`config.mk`:
```
export PLATFORM = sky130hd
export DESIGN_NAME = fspc_section_ctrl
export DESIGN_NICKNAME = d
export VERILOG_FILES = /design/src/verilog/fspc_region_decode.v /design/src/verilog/fspc_section_ctrl.v
export VERILOG_INCLUDE_DIRS = /design/src /design/src/verilog
export SDC_FILE = /design/constraint.sdc
export NUM_CORES = 1
export LEC_CHECK = 0
export BUFFER_PORTS_ARGS = -buffer_cell sky130_fd_sc_hd__buf_4
export CELL_PAD_IN_SITES_DETAIL_PLACEMENT = 1
export CELL_PAD_IN_SITES_GLOBAL_PLACEMENT = 1
export CORE_MARGIN = 5
export CORE_UTILIZATION = 39
export DETAILED_ROUTE_END_ITERATION = 8
export MAX_ROUTING_LAYER = met4
export PLACE_DENSITY_LB_ADDON = 0.1
export SYNTH_ARGS = -nofsm -noshare
export SYNTH_HDL_FRONTEND = slang
export SYNTH_HIERARCHICAL = 1
export SYNTH_SLANG_ARGS = --single-unit
export TNS_END_PERCENT = 100
```
`constraint.sdc`:
```
create_clock -name sys_clk -period 4.4 [get_ports sys_clk]
set_input_delay 0.66 -clock sys_clk [delete_from_list [all_inputs] [get_ports sys_clk]]
set_output_delay 0.66 -clock sys_clk [all_outputs]
set_load 0.02 [all_outputs]
```
`src/verilog/fspc_defs.vh`:
```
// Constants for the flash self-programming section control block
`ifndef FSPC_DEFS_VH
`define FSPC_DEFS_VH

// Flash geometry (word addresses)
`define FSPC_ADDR_W 16
`define FSPC_PAGE_W 7
// Fixed boundary: word addresses at or above this lie in the stall section
`define FSPC_STALL_BASE 16'hf000
// Boot size fuse field width and codes (0 = largest boot section)
`define FSPC_BSZ_W 2
`define FSPC_BSZ_4K 2'h0
`define FSPC_BSZ_2K 2'h1
`define FSPC_BSZ_1K 2'h2
`define FSPC_BSZ_512 2'h3
// Boot section start address per fuse code
`define FSPC_BOOT_4K 16'hf000
`define FSPC_BOOT_2K 16'hf800
`define FSPC_BOOT_1K 16'hfc00
`define FSPC_BOOT_512 16'hfe00
// Lock pair patterns (1 = unprogrammed)
`define FSPC_LOCK_NONE 2'h3
`define FSPC_LOCK_NOWR 2'h2
`define FSPC_LOCK_NORD 2'h1
`define FSPC_LOCK_BOTH 2'h0
// Operation codes
`define FSPC_OP_ERASE 2'h1
`define FSPC_OP_WRITE 2'h2
// Default erase/write duration in ns
`define FSPC_PROG_TIME_NS 4500000
`define FSPC_CLK_NS 25
// Controller states
`define FSPC_ST_IDLE 2'h0
`define FSPC_ST_BUSY 2'h1
`define FSPC_ST_DONE 2'h2

`endif

```
`src/verilog/fspc_region_decode.v`:
```
// Region decoder: sorts a flash word address into sections
`timescale 1ns/10ps
`default_nettype none
`include "fspc_defs.vh"

module fspc_region_decode #(
  parameter ADDR_W = `FSPC_ADDR_W
) (
  // Address and fuses
  input wire [ADDR_W-1:0] addr,
  input wire [`FSPC_BSZ_W-1:0] bootSizeFuses,
  // Classification
  output reg inBootSection,
  output wire inStallSection
);

  reg [ADDR_W-1:0] bootBase;

  // Boot start comes from fuses only, every code lies at or above the stall base
  always @* begin
    case (bootSizeFuses)
      `FSPC_BSZ_4K: bootBase = `FSPC_BOOT_4K;
      `FSPC_BSZ_2K: bootBase = `FSPC_BOOT_2K;
      `FSPC_BSZ_1K: bootBase = `FSPC_BOOT_1K;
      default: bootBase = `FSPC_BOOT_512;
    endcase
    inBootSection = (addr >= bootBase);
  end

  // Fixed split, independent of the fuses
  assign inStallSection = (addr >= `FSPC_STALL_BASE);

endmodule // fspc_region_decode
`default_nettype wire

```
`src/verilog/fspc_section_ctrl.v`:
```
// Flash self-programming section control: start gate, stall and busy flag
// ----------------------------------------------------------------------
// ----------------------------------------------------------------------
`timescale 1ns/10ps
`default_nettype none
`include "fspc_defs.vh"

module fspc_section_ctrl #(
  parameter ADDR_W = `FSPC_ADDR_W,
  parameter PROG_CYCLES = `FSPC_PROG_TIME_NS / `FSPC_CLK_NS
) (
  // Clock and reset
  input wire sys_clk,
  input wire rst,
  // Fuses and lock bits
  input wire [`FSPC_BSZ_W-1:0] bootSizeFuses,
  input wire [1:0] applicationLockPair,
  input wire [1:0] bootSectionLockPair,
  // Store request from the CPU
  input wire storeReq,
  input wire [1:0] storeOp,
  input wire [ADDR_W-1:0] storePc,
  input wire [ADDR_W-1:0] storeAddr,
  input wire busyClear,
  // CPU fetch path
  input wire [ADDR_W-1:0] fetchAddr,
  input wire [15:0] flashData,
  output reg [15:0] fetchData_ff,
  output reg fetchValid_ff,
  // Status and control to flash array
  output wire cpuStall,
  output reg concurrentSectionBusy_ff,
  output reg progActive_ff,
  output reg [1:0] progOp_ff,
  output reg [ADDR_W-1:0] progAddr_ff,
  output reg storeRejected_ff
);

  // --------------------------------------------------------------------
  // Section decode
  // --------------------------------------------------------------------
  wire pcInBoot;
  wire tgtInBoot;
  wire tgtInStall;
  wire fetchInStall;
  // Sequencer state is read by the start gate, so it is declared first
  reg [1:0] state_ff;
  reg [1:0] nxt_state;
  reg [31:0] cnt_ff;
  reg [31:0] nxt_cnt;
  reg tgtStall_ff;

  fspc_region_decode #(.ADDR_W(ADDR_W)) pcDec (
    .addr(storePc),
    .bootSizeFuses(bootSizeFuses),
    .inBootSection(pcInBoot),
    .inStallSection()
  );

  fspc_region_decode #(.ADDR_W(ADDR_W)) tgtDec (
    .addr(storeAddr),
    .bootSizeFuses(bootSizeFuses),
    .inBootSection(tgtInBoot),
    .inStallSection(tgtInStall)
  );

  fspc_region_decode #(.ADDR_W(ADDR_W)) fetchDec (
    .addr(fetchAddr),
    .bootSizeFuses(bootSizeFuses),
    .inBootSection(),
    .inStallSection(fetchInStall)
  );

  // --------------------------------------------------------------------
  // Start gate
  // --------------------------------------------------------------------
  // Write protection per pair; read-only restrictions do not block stores
  wire appWrLocked = (applicationLockPair == `FSPC_LOCK_NOWR) ||
                     (applicationLockPair == `FSPC_LOCK_BOTH);
  wire bootWrLocked = (bootSectionLockPair == `FSPC_LOCK_NOWR) ||
                      (bootSectionLockPair == `FSPC_LOCK_BOTH);
  wire targetLocked = tgtInBoot ? bootWrLocked : appWrLocked;
  wire validOp = (storeOp == `FSPC_OP_ERASE) || (storeOp == `FSPC_OP_WRITE);
  // Requests during an operation are dropped; the array is single-ported
  wire startOk = storeReq && validOp && pcInBoot && !targetLocked &&
                 (state_ff == `FSPC_ST_IDLE);

  // --------------------------------------------------------------------
  // Operation sequencer
  // --------------------------------------------------------------------

  always @* begin
    nxt_state = state_ff;
    nxt_cnt = cnt_ff;
    case (state_ff)
      `FSPC_ST_IDLE: begin
        if (startOk) begin
          nxt_state = `FSPC_ST_BUSY;
          nxt_cnt = PROG_CYCLES - 1;
        end
      end
      `FSPC_ST_BUSY: begin
        if (cnt_ff == 32'h0) begin
          nxt_state = `FSPC_ST_DONE;
        end else begin
          nxt_cnt = cnt_ff - 32'h1;
        end
      end
      `FSPC_ST_DONE: nxt_state = `FSPC_ST_IDLE;
      default: nxt_state = `FSPC_ST_IDLE;
    endcase
  end

  // Latch operation and target so software may reuse its pointer
  always @(posedge sys_clk) begin
    if (rst) begin
      state_ff <= `FSPC_ST_IDLE;
      cnt_ff <= 32'h0;
      progActive_ff <= 1'b0;
      progOp_ff <= 2'h0;
      progAddr_ff <= {ADDR_W{1'b0}};
      tgtStall_ff <= 1'b0;
      storeRejected_ff <= 1'b0;
    end else begin
      state_ff <= nxt_state;
      cnt_ff <= nxt_cnt;
      progActive_ff <= (nxt_state == `FSPC_ST_BUSY);
      storeRejected_ff <= storeReq && !startOk;
      if (startOk) begin
        progOp_ff <= storeOp;
        progAddr_ff <= storeAddr;
        tgtStall_ff <= tgtInStall;
      end
    end
  end

  // --------------------------------------------------------------------
  // Stall and busy flag
  // --------------------------------------------------------------------
  // Stall decided by target section, held for the whole operation
  assign cpuStall = (state_ff == `FSPC_ST_BUSY) && tgtStall_ff;

  // Set wins over a clear in the same cycle; clear ignored unless the sequencer is idle
  always @(posedge sys_clk) begin
    if (rst) begin
      concurrentSectionBusy_ff <= 1'b0;
    end else if (startOk && !tgtInStall) begin
      concurrentSectionBusy_ff <= 1'b1;
    end else if (busyClear && (state_ff == `FSPC_ST_IDLE)) begin
      concurrentSectionBusy_ff <= 1'b0;
    end
  end

  // --------------------------------------------------------------------
  // Fetch path
  // --------------------------------------------------------------------
  // Non-stall fetches blocked while busy flag up or any operation runs; a stall target halts all
  wire concBlocked = concurrentSectionBusy_ff || (state_ff != `FSPC_ST_IDLE);
  wire fetchOk = !cpuStall && (fetchInStall || !concBlocked);

  always @(posedge sys_clk) begin
    if (rst) begin
      fetchData_ff <= 16'h0;
      fetchValid_ff <= 1'b0;
    end else begin
      fetchValid_ff <= fetchOk;
      fetchData_ff <= fetchOk ? flashData : 16'h0;
    end
  end

endmodule // fspc_section_ctrl
`default_nettype wire

```
==> impl_metrics.tcl, run 1 <==
set metrics [dict create \
    drt-total-wl_um 9907 \
    rr_startpoint "cnt_ff[2]$_SDFFE_PP0P_" \
    port_buffers 100 \
    net_total_in_the_final_layout 559 \
    post_synth_inst_count 378 \
    worst_skew_pair.late_latency_ps 350 \
    critical_path.startpoint_type "input port" \
    worst_case_reg_to_reg_path_depth 5 \
    worstSetupEndpointType "flop" \
    gp_congestion 0.8476 \
    synth_warnings 6 \
    r2r-end "cnt_ff[27]$_SDFFE_PP0P_" \
    worstSetupPathType "input port to flop" \
    fp-row-count 33 \
    dr.pass1.iters 4 \
    ctsHoldBuffers 0 \
    routed_length_per_instance_um 16.94 \
    static-leakage-power_nw 1.861 \
    postCtsSetupRepairBufs 0 \
    vdd_drop_max_mv 0.1638 \
    max_cap_violations 0 \
    final_period_minus_worst_setup_slack_ps 3134 \
    number_of_levels_the_h_tree_was_split_into 3 \
    power.density_nw_per_um2 313.0 \
    avgViaCountPerCell 5.532 \
    timing_worst_slew_pin_value_ps 723.4 \
    timing.max_slew.rel_slack_pct 51.51 \
    finalMaxSlewViolations 0 \
    start_util_pct 40.05 \
    tritoncts_clock_tree "yes" \
    fillers 1003 \
    clkTransAtPathRegs_ps 90 \
    via_count_of_the_first_global_routing_pass 3452 \
    grt_setup_unrepaired "no" \
    achievable-frequency_mhz 319.1 \
    die_width_um 102.1 \
    finalHoldViolCount 0 \
    p_r_area_growth_vs_syn_pct 31.90 \
    core_region_area_um2 8258 \
    final.hold.worst_slack_ps 454.5 \
    cts.sinks 73 \
    dp.final_hpwl_um 7399 \
    clk_path_buf_depth 2 \
    hold_path_class "flop to flop" \
    globalRouteTotalUtil_pct 20.67 \
    setup.worst_path.end "cnt_ff[16]$_SDFFE_PP0P_" \
    run_status "finished clean" \
    mappedNetlistArea_um2 3307 \
    fin_crit_sh_pct 71.22 \
    syn-mean-instance-area_um2 8.748 \
    remaining_drc_errors 0 \
    wire_length_of_the_first_global_routing_pass_um 16600 \
    cell_area_after_layout_um2 4362 \
    cts.repair.resized 0 \
    grt_start_max_net_pins 38 \
    io_pins 115 \
    drive_above_1_share_pct 28.54 \
    clock_skew_ps 15.47 \
    worstPathMaxFanout 15 \
    grt_antenna_before_repair 0 \
    worst_setup_path_startpoint "bootSizeFuses[1]" \
    detailroute.via_count 3236 \
    die_area_um2 10420 \
    critPathArrivalTime_ps 3390 \
    setup_violations 0 \
    die-height_um 102.1 \
    grt-ovfl-total 0 \
    tritoncts.num_buffers 9 \
    cts.root.buffer_cell "clkbuf_8" \
    postPlaceCellArea_um2 4146 \
    total_power_mw 1.365 \
    first_drt_iteration_drcs 107 \
    timing.critical_path.required_ps 4660 \
    count_of_non_filler_cells_in_the_finished_layout 585 \
    synth.net_count 462 \
    antenna-diode-count 0 \
    antenna_violating_nets_post_route 0 \
    placed_cells 569 \
    setup_tns_ps 0 \
    reg2reg_setup_slack_ps 1800 \
]
==> cell type report <==
cell class / instances / area (um2) / area share, %
multi-input cells: 278 / 1744 / 39.99
flip-flops and latches: 73 / 1461 / 33.51
repair buffers: 104 / 780.7 / 17.90
clock buffers: 10 / 137.6 / 3.155
well taps: 105 / 131.4 / 3.012
clock inverters: 6 / 72.57 / 1.664
inverters: 9 / 33.78 / 0.7745
==> routing by layer <==
layer	vias up	share of wire [%]	GRT usage [%]	wire length, um
met5	-	0	-	0
met4	0	1.2	6.054	116
met3	11	4.3	4.778	425
met2	65	48	33.18	4760
met1	1582	46	26.03	4604
li1	1578	-	-	-
==> power by group <==
| group | switching [mW] | internal [mW] |
|---|---|---|
| clock network | 0.277 | 0.284 |
| logic | 0.0626 | 0.0670 |
| registers | 0.00381 | 0.670 |
| total | 0.343 | 1.02 |
==> cell usage in the layout, fill, tap and decap left out, types with 2 or more instances in the layout <==
master / count
buf_4: 104
dfxtp_1: 73
nand2_1: 52
a21oi_1: 33
nor2_1: 25
and2_1: 20
o21ai_0: 12
or3_1: 11
clkbuf_8: 10
inv_1: 9
nor4_1: 9
or4_1: 9
nor3_1: 8
a31oi_1: 8
a311oi_1: 8
ha_1: 8
nand4_1: 6
nand2b_1: 5
o31ai_1: 5
and4_1: 4
a211oi_1: 4
o21a_1: 4
xor2_1: 3
and3_1: 3
nand3_1: 3
or2_2: 3
o2111ai_1: 3
mux2i_1: 3
inv_6: 3
nor3_2: 2
a2111o_1: 2
o31a_1: 2
a31o_2: 2
o41ai_1: 2
nor4_2: 2
nor4b_2: 2
and4bb_1: 2
==> flip-flops by register name (all words and copies together), names as in the netlist <==
register / flops
progActive_ff: 1
fetchData_ff: 16
tgtStall_ff: 1
fetchValid_ff: 1
concurrentSectionBusy_ff: 1
progOp_ff: 2
state_ff: 2
cnt_ff: 32
storeRejected_ff: 1
progAddr_ff: 16
==> worst min path at each step <==
stage	start	endpoint	slack [ps]	depth (start not counted)
2_1_floorplan	tgtStall_ff$_SDFFE_PP0P_	tgtStall_ff$_SDFFE_PP0P_	430	2
3_3_place_gp	tgtStall_ff$_SDFFE_PP0P_	tgtStall_ff$_SDFFE_PP0P_	440	2
3_5_place_dp	tgtStall_ff$_SDFFE_PP0P_	tgtStall_ff$_SDFFE_PP0P_	450	2
4_1_cts	tgtStall_ff$_SDFFE_PP0P_	tgtStall_ff$_SDFFE_PP0P_	460	2
5_1_grt	flashData[10]	fetchData_ff[10]$_SDFF_PP0_	480	2
6_report	tgtStall_ff$_SDFFE_PP0P_	tgtStall_ff$_SDFFE_PP0P_	450	2
==> stage by stage <==
stage               util, %  worst slack (ps)
global route          52.82              1018
detailed placement    50.21             864.9
CTS                   52.76              1240
global placement      50.21             987.0
finish                52.82              1266
floorplan                 -              1583
==> worst max-delay path: stages <==
cell	delay, ps
buf_4	130
and2_1	150
ha_1	260
and4bb_1	190
and3_1	160
o21a_1	160
nor4bb_1	390
nand3_1	370
nand2_1	560
nor2_1	90
a31o_2	260
Power figures use the tool's default switching activity.
==> run 2, diff against run 1 <==
--- a/config.mk
+++ b/config.mk
@@ -10,7 +10,7 @@
 export CELL_PAD_IN_SITES_DETAIL_PLACEMENT = 1
 export CELL_PAD_IN_SITES_GLOBAL_PLACEMENT = 1
 export CORE_MARGIN = 5
-export CORE_UTILIZATION = 39
+export CORE_UTILIZATION = 33
 export DETAILED_ROUTE_END_ITERATION = 8
 export MAX_ROUTING_LAYER = met4
 export PLACE_DENSITY_LB_ADDON = 0.1
==> constraint.sdc (replaced) <==
create_clock -name sys_clk -period 2.6 [get_ports sys_clk]
set_input_delay 0.39 -clock sys_clk [delete_from_list [all_inputs] [get_ports sys_clk]]
set_output_delay 0.39 -clock sys_clk [all_outputs]
set_load 0.02 [all_outputs]
==> run 2 against run 1 <==
Via count increased by 2.0%. Worst hold slack got worse by 230 ps. Clock skew about the same.
==> impl_metrics.tcl, run 2 (synthesis results as in run 1) <==
set metrics [dict create \
    run_status "finished clean" \
    whs_path_depth 2 \
    cell_mode_on_critical_path "buf_4" \
    grt_setup_unrepaired "no" \
    grt_antenna_before_repair 0 \
    worstSetupEndpointType "flop" \
    setup_violations 0 \
    timing.max_slew.rel_slack_pct 59.90 \
    die_area_um2 12120 \
    clk_path_buf_depth 2 \
    start_util_pct 33.83 \
    critical_path.startpoint_type "input port" \
    final.hold.worst_slack_ps 223.9 \
    first_drt_iteration_drcs 122 \
    cell_area_after_layout_um2 4529 \
    power.density_nw_per_um2 517.1 \
    critical_path_cell_count 11 \
    gp_congestion 0.8312 \
    worstPathCellList "buf_4 > buf_4 > nor2_1 > ha_1 > and4bb_1 > and3_1 > o21a_1 > mux2_2 > nand3_1 > a2111oi_0 > mux2i_1" \
    critPathArrivalTime_ps 2710 \
    avgViaCountPerCell 5.250 \
    globalRouteTotalUtil_pct 18.44 \
    antenna-diode-count 0 \
    final_period_minus_worst_setup_slack_ps 2413 \
    antenna_violating_nets_post_route 0 \
    layout_common_cells "buf_4, dfxtp_1, nand2_1" \
    die_width_um 110.1 \
    hold_path_class "input port to flop" \
    max_cap_violations 0 \
    top_register "cnt_ff" \
    worstSetupPathType "input port to flop" \
    cts.root.buffer_cell "clkbuf_8" \
    timing.critical_path.max_delay_family "compound AO/OA/AOI/OAI gates" \
    drive_above_1_share_pct 31.05 \
    grt-ovfl-total 0 \
    remaining_drc_errors 0 \
    dr.pass1.iters 4 \
    timing.critical_path.required_ps 2900 \
    static-leakage-power_nw 1.942 \
    postCtsSetupRepairBufs 0 \
    clock_skew_ps 15.93 \
    fp-row-count 36 \
    io_pins 115 \
    ctsHoldBuffers 0 \
    number_of_levels_the_h_tree_was_split_into 3 \
    finalMaxSlewViolations 0 \
    critical_path.max_stage_delay_ps 520 \
    postPlaceCellArea_um2 4314 \
    clkTransAtPathRegs_ps 90 \
    worstPathMaxFanout 5 \
    worst_case_reg_to_reg_path_depth 5 \
    most_frequent_standard_cell_in_the_layout_excluding_fill_and_tap_cells "buf_4" \
    drt-total-wl_um 10370 \
    worst_path_max_delay_cell "a2111oi_0" \
    regs_by_ff_count "cnt_ff x32, fetchData_ff x16, progAddr_ff x16" \
    dp.final_hpwl_um 7925 \
    routed_length_per_instance_um 16.48 \
    net_total_in_the_final_layout 575 \
    die-height_um 110.1 \
    detailroute.via_count 3302 \
    p_r_area_growth_vs_syn_pct 36.97 \
    fin_crit_sh_pct 92.80 \
    grt_start_max_net_pins 38 \
    largest_reg_flops 32 \
    total_power_mw 2.342 \
    cts.repair.resized 0 \
    vdd_drop_max_mv 0.2296 \
    via_count_of_the_first_global_routing_pass 3491 \
    cp.buffers_inverters 2 \
    tritoncts_clock_tree "yes" \
    timing_worst_slew_pin_value_ps 596.9 \
    core_region_area_um2 9774 \
    finalHoldViolCount 0 \
    tritoncts.num_buffers 9 \
    worst_skew_pair.late_latency_ps 360 \
    achievable-frequency_mhz 414.4 \
    cts.sinks 73 \
    wire_length_of_the_first_global_routing_pass_um 16850 \
    port_buffers 100 \
]
## run 2: final timing paths
kind                             from                    endpoint  slack, ps
max reg2reg    cnt_ff[4]$_SDFFE_PP0P_     cnt_ff[31]$_SDFFE_PP0P_        200
min reg2reg  tgtStall_ff$_SDFFE_PP0P_    tgtStall_ff$_SDFFE_PP0P_        460
max                  bootSizeFuses[1]     cnt_ff[27]$_SDFFE_PP0P_        190
min                      flashData[8]  fetchData_ff[8]$_SDFF_PP0_        220
## run 2: final cells by class
| class | instances | area (um2) |
|---|---|---|
| clock buffer | 9 | 123.9 |
| clock inverter | 7 | 83.83 |
| tap | 133 | 166.4 |
| inverter | 9 | 33.78 |
| sequential | 73 | 1461 |
| multi-input combinational | 278 | 1747 |
| timing repair buffer | 120 | 913.4 |
| fill | 1173 | 5245 |
## run 2: where the power goes
| group | switching [mW] | total [mW] | internal, mW |
|---|---|---|---|
| sequential | 0.00618 | 1.14 | 1.13 |
| combinational | 0.108 | 0.231 | 0.122 |
| clock | 0.508 | 0.971 | 0.462 |
| total | 0.623 | 2.34 | 1.72 |
## run 2: stage by stage
step / setup slack, ps / utilization, % / setup TNS [ps] / cells
2_1_floorplan: 53.49 / - / 0 / 378
3_3_place_gp: -198.4 / 44.14 / -3478 / 613
3_5_place_dp: -257.9 / 44.14 / -7178 / 613
4_1_cts: 113.6 / 46.26 / 0 / 629
5_1_grt: 13.90 / 46.34 / 0 / 629
6_report: 187.1 / 46.34 / 0 / 629
## run 2: layer usage
| layer | global-route usage [%] | up-vias | routed length (um) |
|---|---|---|---|
| met1 | 20.94 | 1585 | 4420 |
| met5 | - | - | 0 |
| met3 | 5.766 | 12 | 633 |
| met4 | 5.541 | 0 | 148 |
| li1 | - | 1616 | - |
| met2 | 31.20 | 89 | 5165 |
==> run 3, diff against run 2 <==
--- a/config.mk
+++ b/config.mk
@@ -9,6 +9,7 @@
 export BUFFER_PORTS_ARGS = -buffer_cell sky130_fd_sc_hd__buf_4
 export CELL_PAD_IN_SITES_DETAIL_PLACEMENT = 1
 export CELL_PAD_IN_SITES_GLOBAL_PLACEMENT = 1
+export CORE_ASPECT_RATIO = 1.75
 export CORE_MARGIN = 5
 export CORE_UTILIZATION = 33
 export DETAILED_ROUTE_END_ITERATION = 8
==> run 3 against run 2 <==
Setup slack lost 21 ps. Via count is 0.21% lower. Sequential power is essentially flat. Combinational power hardly changed. First-iteration DRC count is 4.9% lower. Final area increased by 1.6%. Non-clock buffer count grew 1. Critical path depth is 1 higher. Largest power group is now clock.
==> impl_metrics.tcl, run 3 (synthesis results as in run 1) <==
set metrics [dict create \
    max_cap_violations 0 \
    hold-path-endpoint "fetchData_ff[2]$_SDFF_PP0_" \
    drt-total-wl_um 10460 \
    register_area_um2 1461 \
    hp-start "flashData[2]" \
    critical_path.startpoint_type "input port" \
    final_period_minus_worst_setup_slack_ps 2434 \
    fillers 1206 \
    dr.pass1.iters 4 \
    finalMaxSlewViolations 0 \
    regs_by_ff_count "cnt_ff x32, fetchData_ff x16, progAddr_ff x16" \
    most_frequent_standard_cell_in_the_layout_excluding_fill_and_tap_cells "buf_4" \
    net_total_in_the_final_layout 576 \
    grt_setup_unrepaired "yes" \
    timing.max_slew.rel_slack_pct 56.44 \
    worst_case_reg_to_reg_path_depth 5 \
    remaining_drc_errors 0 \
    die-height_um 142.4 \
    use_met1_pct 18.00 \
    io_pins 115 \
    port_buffers 100 \
    worstSetupPathType "input port to flop" \
    worstPathMaxFanout 6 \
    grt_antenna_before_repair 0 \
    clkTransAtPathRegs_ps 60 \
    finalHoldViolCount 0 \
    dp.final_hpwl_um 8110 \
    place_ws_ps -204.8 \
    r2r-end "cnt_ff[31]$_SDFFE_PP0P_" \
    worstSetupEndpointType "flop" \
    min_setup_slack_post_route_ps 166.0 \
    clock_skew_ps 3.606 \
    reg2reg_setup_slack_ps 210 \
    antenna_violating_nets_post_route 0 \
    avgViaCountPerCell 5.297 \
    die_width_um 85.67 \
    worstPathCellList "buf_4 > buf_4 > nor2_1 > ha_1 > and4bb_1 > and3_1 > o21a_1 > mux2_2 > nand3_1 > nand2_1 > a2111o_1 > o21ai_0" \
    clk_path_buf_depth 2 \
    hold_path_class "input port to flop" \
    run_status "finished clean" \
    rr_startpoint "cnt_ff[2]$_SDFFE_PP0P_" \
    detailroute.via_count 3295 \
    cell_mode_on_critical_path "buf_4" \
    whs_path_depth 2 \
    grt_start_max_net_pins 38 \
    multiInputGateArea_um2 1747 \
    timing_worst_slew_pin_value_ps 652.8 \
    worst_skew_pair.late_latency_ps 340 \
    cts.sinks 73 \
    global_route.usage.met3_pct 5.968 \
    largest_reg_flops 32 \
    tritoncts.num_buffers 9 \
    achievable-frequency_mhz 410.8 \
    vdd_drop_max_mv 0.3309 \
    setup_tns_ps 0 \
    top_register "cnt_ff" \
    wire_length_of_the_first_global_routing_pass_um 17280 \
    critPathArrivalTime_ps 2700 \
    drive_above_1_share_pct 30.99 \
    number_of_levels_the_h_tree_was_split_into 3 \
    first_drt_iteration_drcs 116 \
    die_area_um2 12200 \
    timing.critical_path.max_delay_family "simple AND/OR/NAND/NOR gates" \
    tritoncts_clock_tree "yes" \
    placed_cells 606 \
    start_util_pct 33.57 \
    top_usage_layer "met2" \
    grt-ovfl-total 0 \
    globalRouteTotalUtil_pct 18.76 \
    layout_common_cells "buf_4, dfxtp_1, nand2_1" \
    final.hold.worst_slack_ps 250.6 \
    gp_congestion 0.8452 \
    setup_violations 0 \
    count_of_non_filler_cells_in_the_finished_layout 622 \
    routed_length_per_instance_um 16.81 \
    timing.critical_path.required_ps 2870 \
    static-leakage-power_nw 1.977 \
    fp-row-count 48 \
    worst_path_max_delay_cell "a2111o_1" \
    critical_path.max_stage_delay_ps 400 \
    cts.root.buffer_cell "clkbuf_16" \
    ctsHoldBuffers 0 \
    cts.repair.resized 0 \
    fin_crit_sh_pct 93.61 \
    core_region_area_um2 9849 \
    groute.layer.met2.usage_pct 34.43 \
    total_power_mw 2.555 \
    antenna-diode-count 0 \
    via_count_of_the_first_global_routing_pass 3617 \
    cp.buffers_inverters 2 \
    postCtsSetupRepairBufs 0 \
    power.density_nw_per_um2 555.4 \
    p_r_area_growth_vs_syn_pct 39.12 \
]
[run 3: final cells by class]
type                            instances  share of cell area [%]
Timing Repair Buffer                  121                   20.02
Sequential cell                        73                   31.77
Clock buffer                           11                   5.276
Tap cell                              125                   3.400
Clock inverter                          5                  0.8431
Inverter                                9                  0.7343
Multi-Input combinational cell        278                   37.97
[run 3: where the power goes]
| part | switching (mW) | leakage (nW) | total [mW] | internal [mW] |
|---|---|---|---|---|
| logic | 0.108 | 1.25 | 0.230 | 0.123 |
| clock network | 0.503 | 0.137 | 1.18 | 0.679 |
| registers | 0.00615 | 0.593 | 1.14 | 1.14 |
[run 3: worst max path at each step]
| stage | endpoint | cells after the start | from | slack (ps) |
|---|---|---|---|---|
| 4_1_cts | cnt_ff[27]$_SDFFE_PP0P_ | 11 | bootSizeFuses[1] | 150 |
| 5_1_grt | cnt_ff[25]$_SDFFE_PP0P_ | 12 | bootSizeFuses[1] | -10 |
| 6_report | cnt_ff[29]$_SDFFE_PP0P_ | 12 | bootSizeFuses[1] | 170 |
| 2_1_floorplan | progOp_ff[0]$_SDFFE_PP0P_ | 12 | bootSizeFuses[1] | 50 |
| 3_3_place_gp | progOp_ff[0]$_SDFFE_PP0P_ | 13 | bootSizeFuses[1] | -160 |
| 3_5_place_dp | cnt_ff[27]$_SDFFE_PP0P_ | 11 | bootSizeFuses[1] | -200 |
[run 3: metal layers]
layer | wire length (um) | vias to the layer above
li1 | - | 1621
met1 | 3816 | 1575
met2 | 5843 | 80
met3 | 581 | 19
met4 | 216 | 0
met5 | 0 | -
[run 3: through the flow]
stage | util (%) | area (um2)
global placement | 43.78 | 4312
global route | 46.71 | 4601
CTS | 46.63 | 4593
detailed placement | 43.78 | 4312
floorplan | - | 3307
finish | 46.71 | 4601
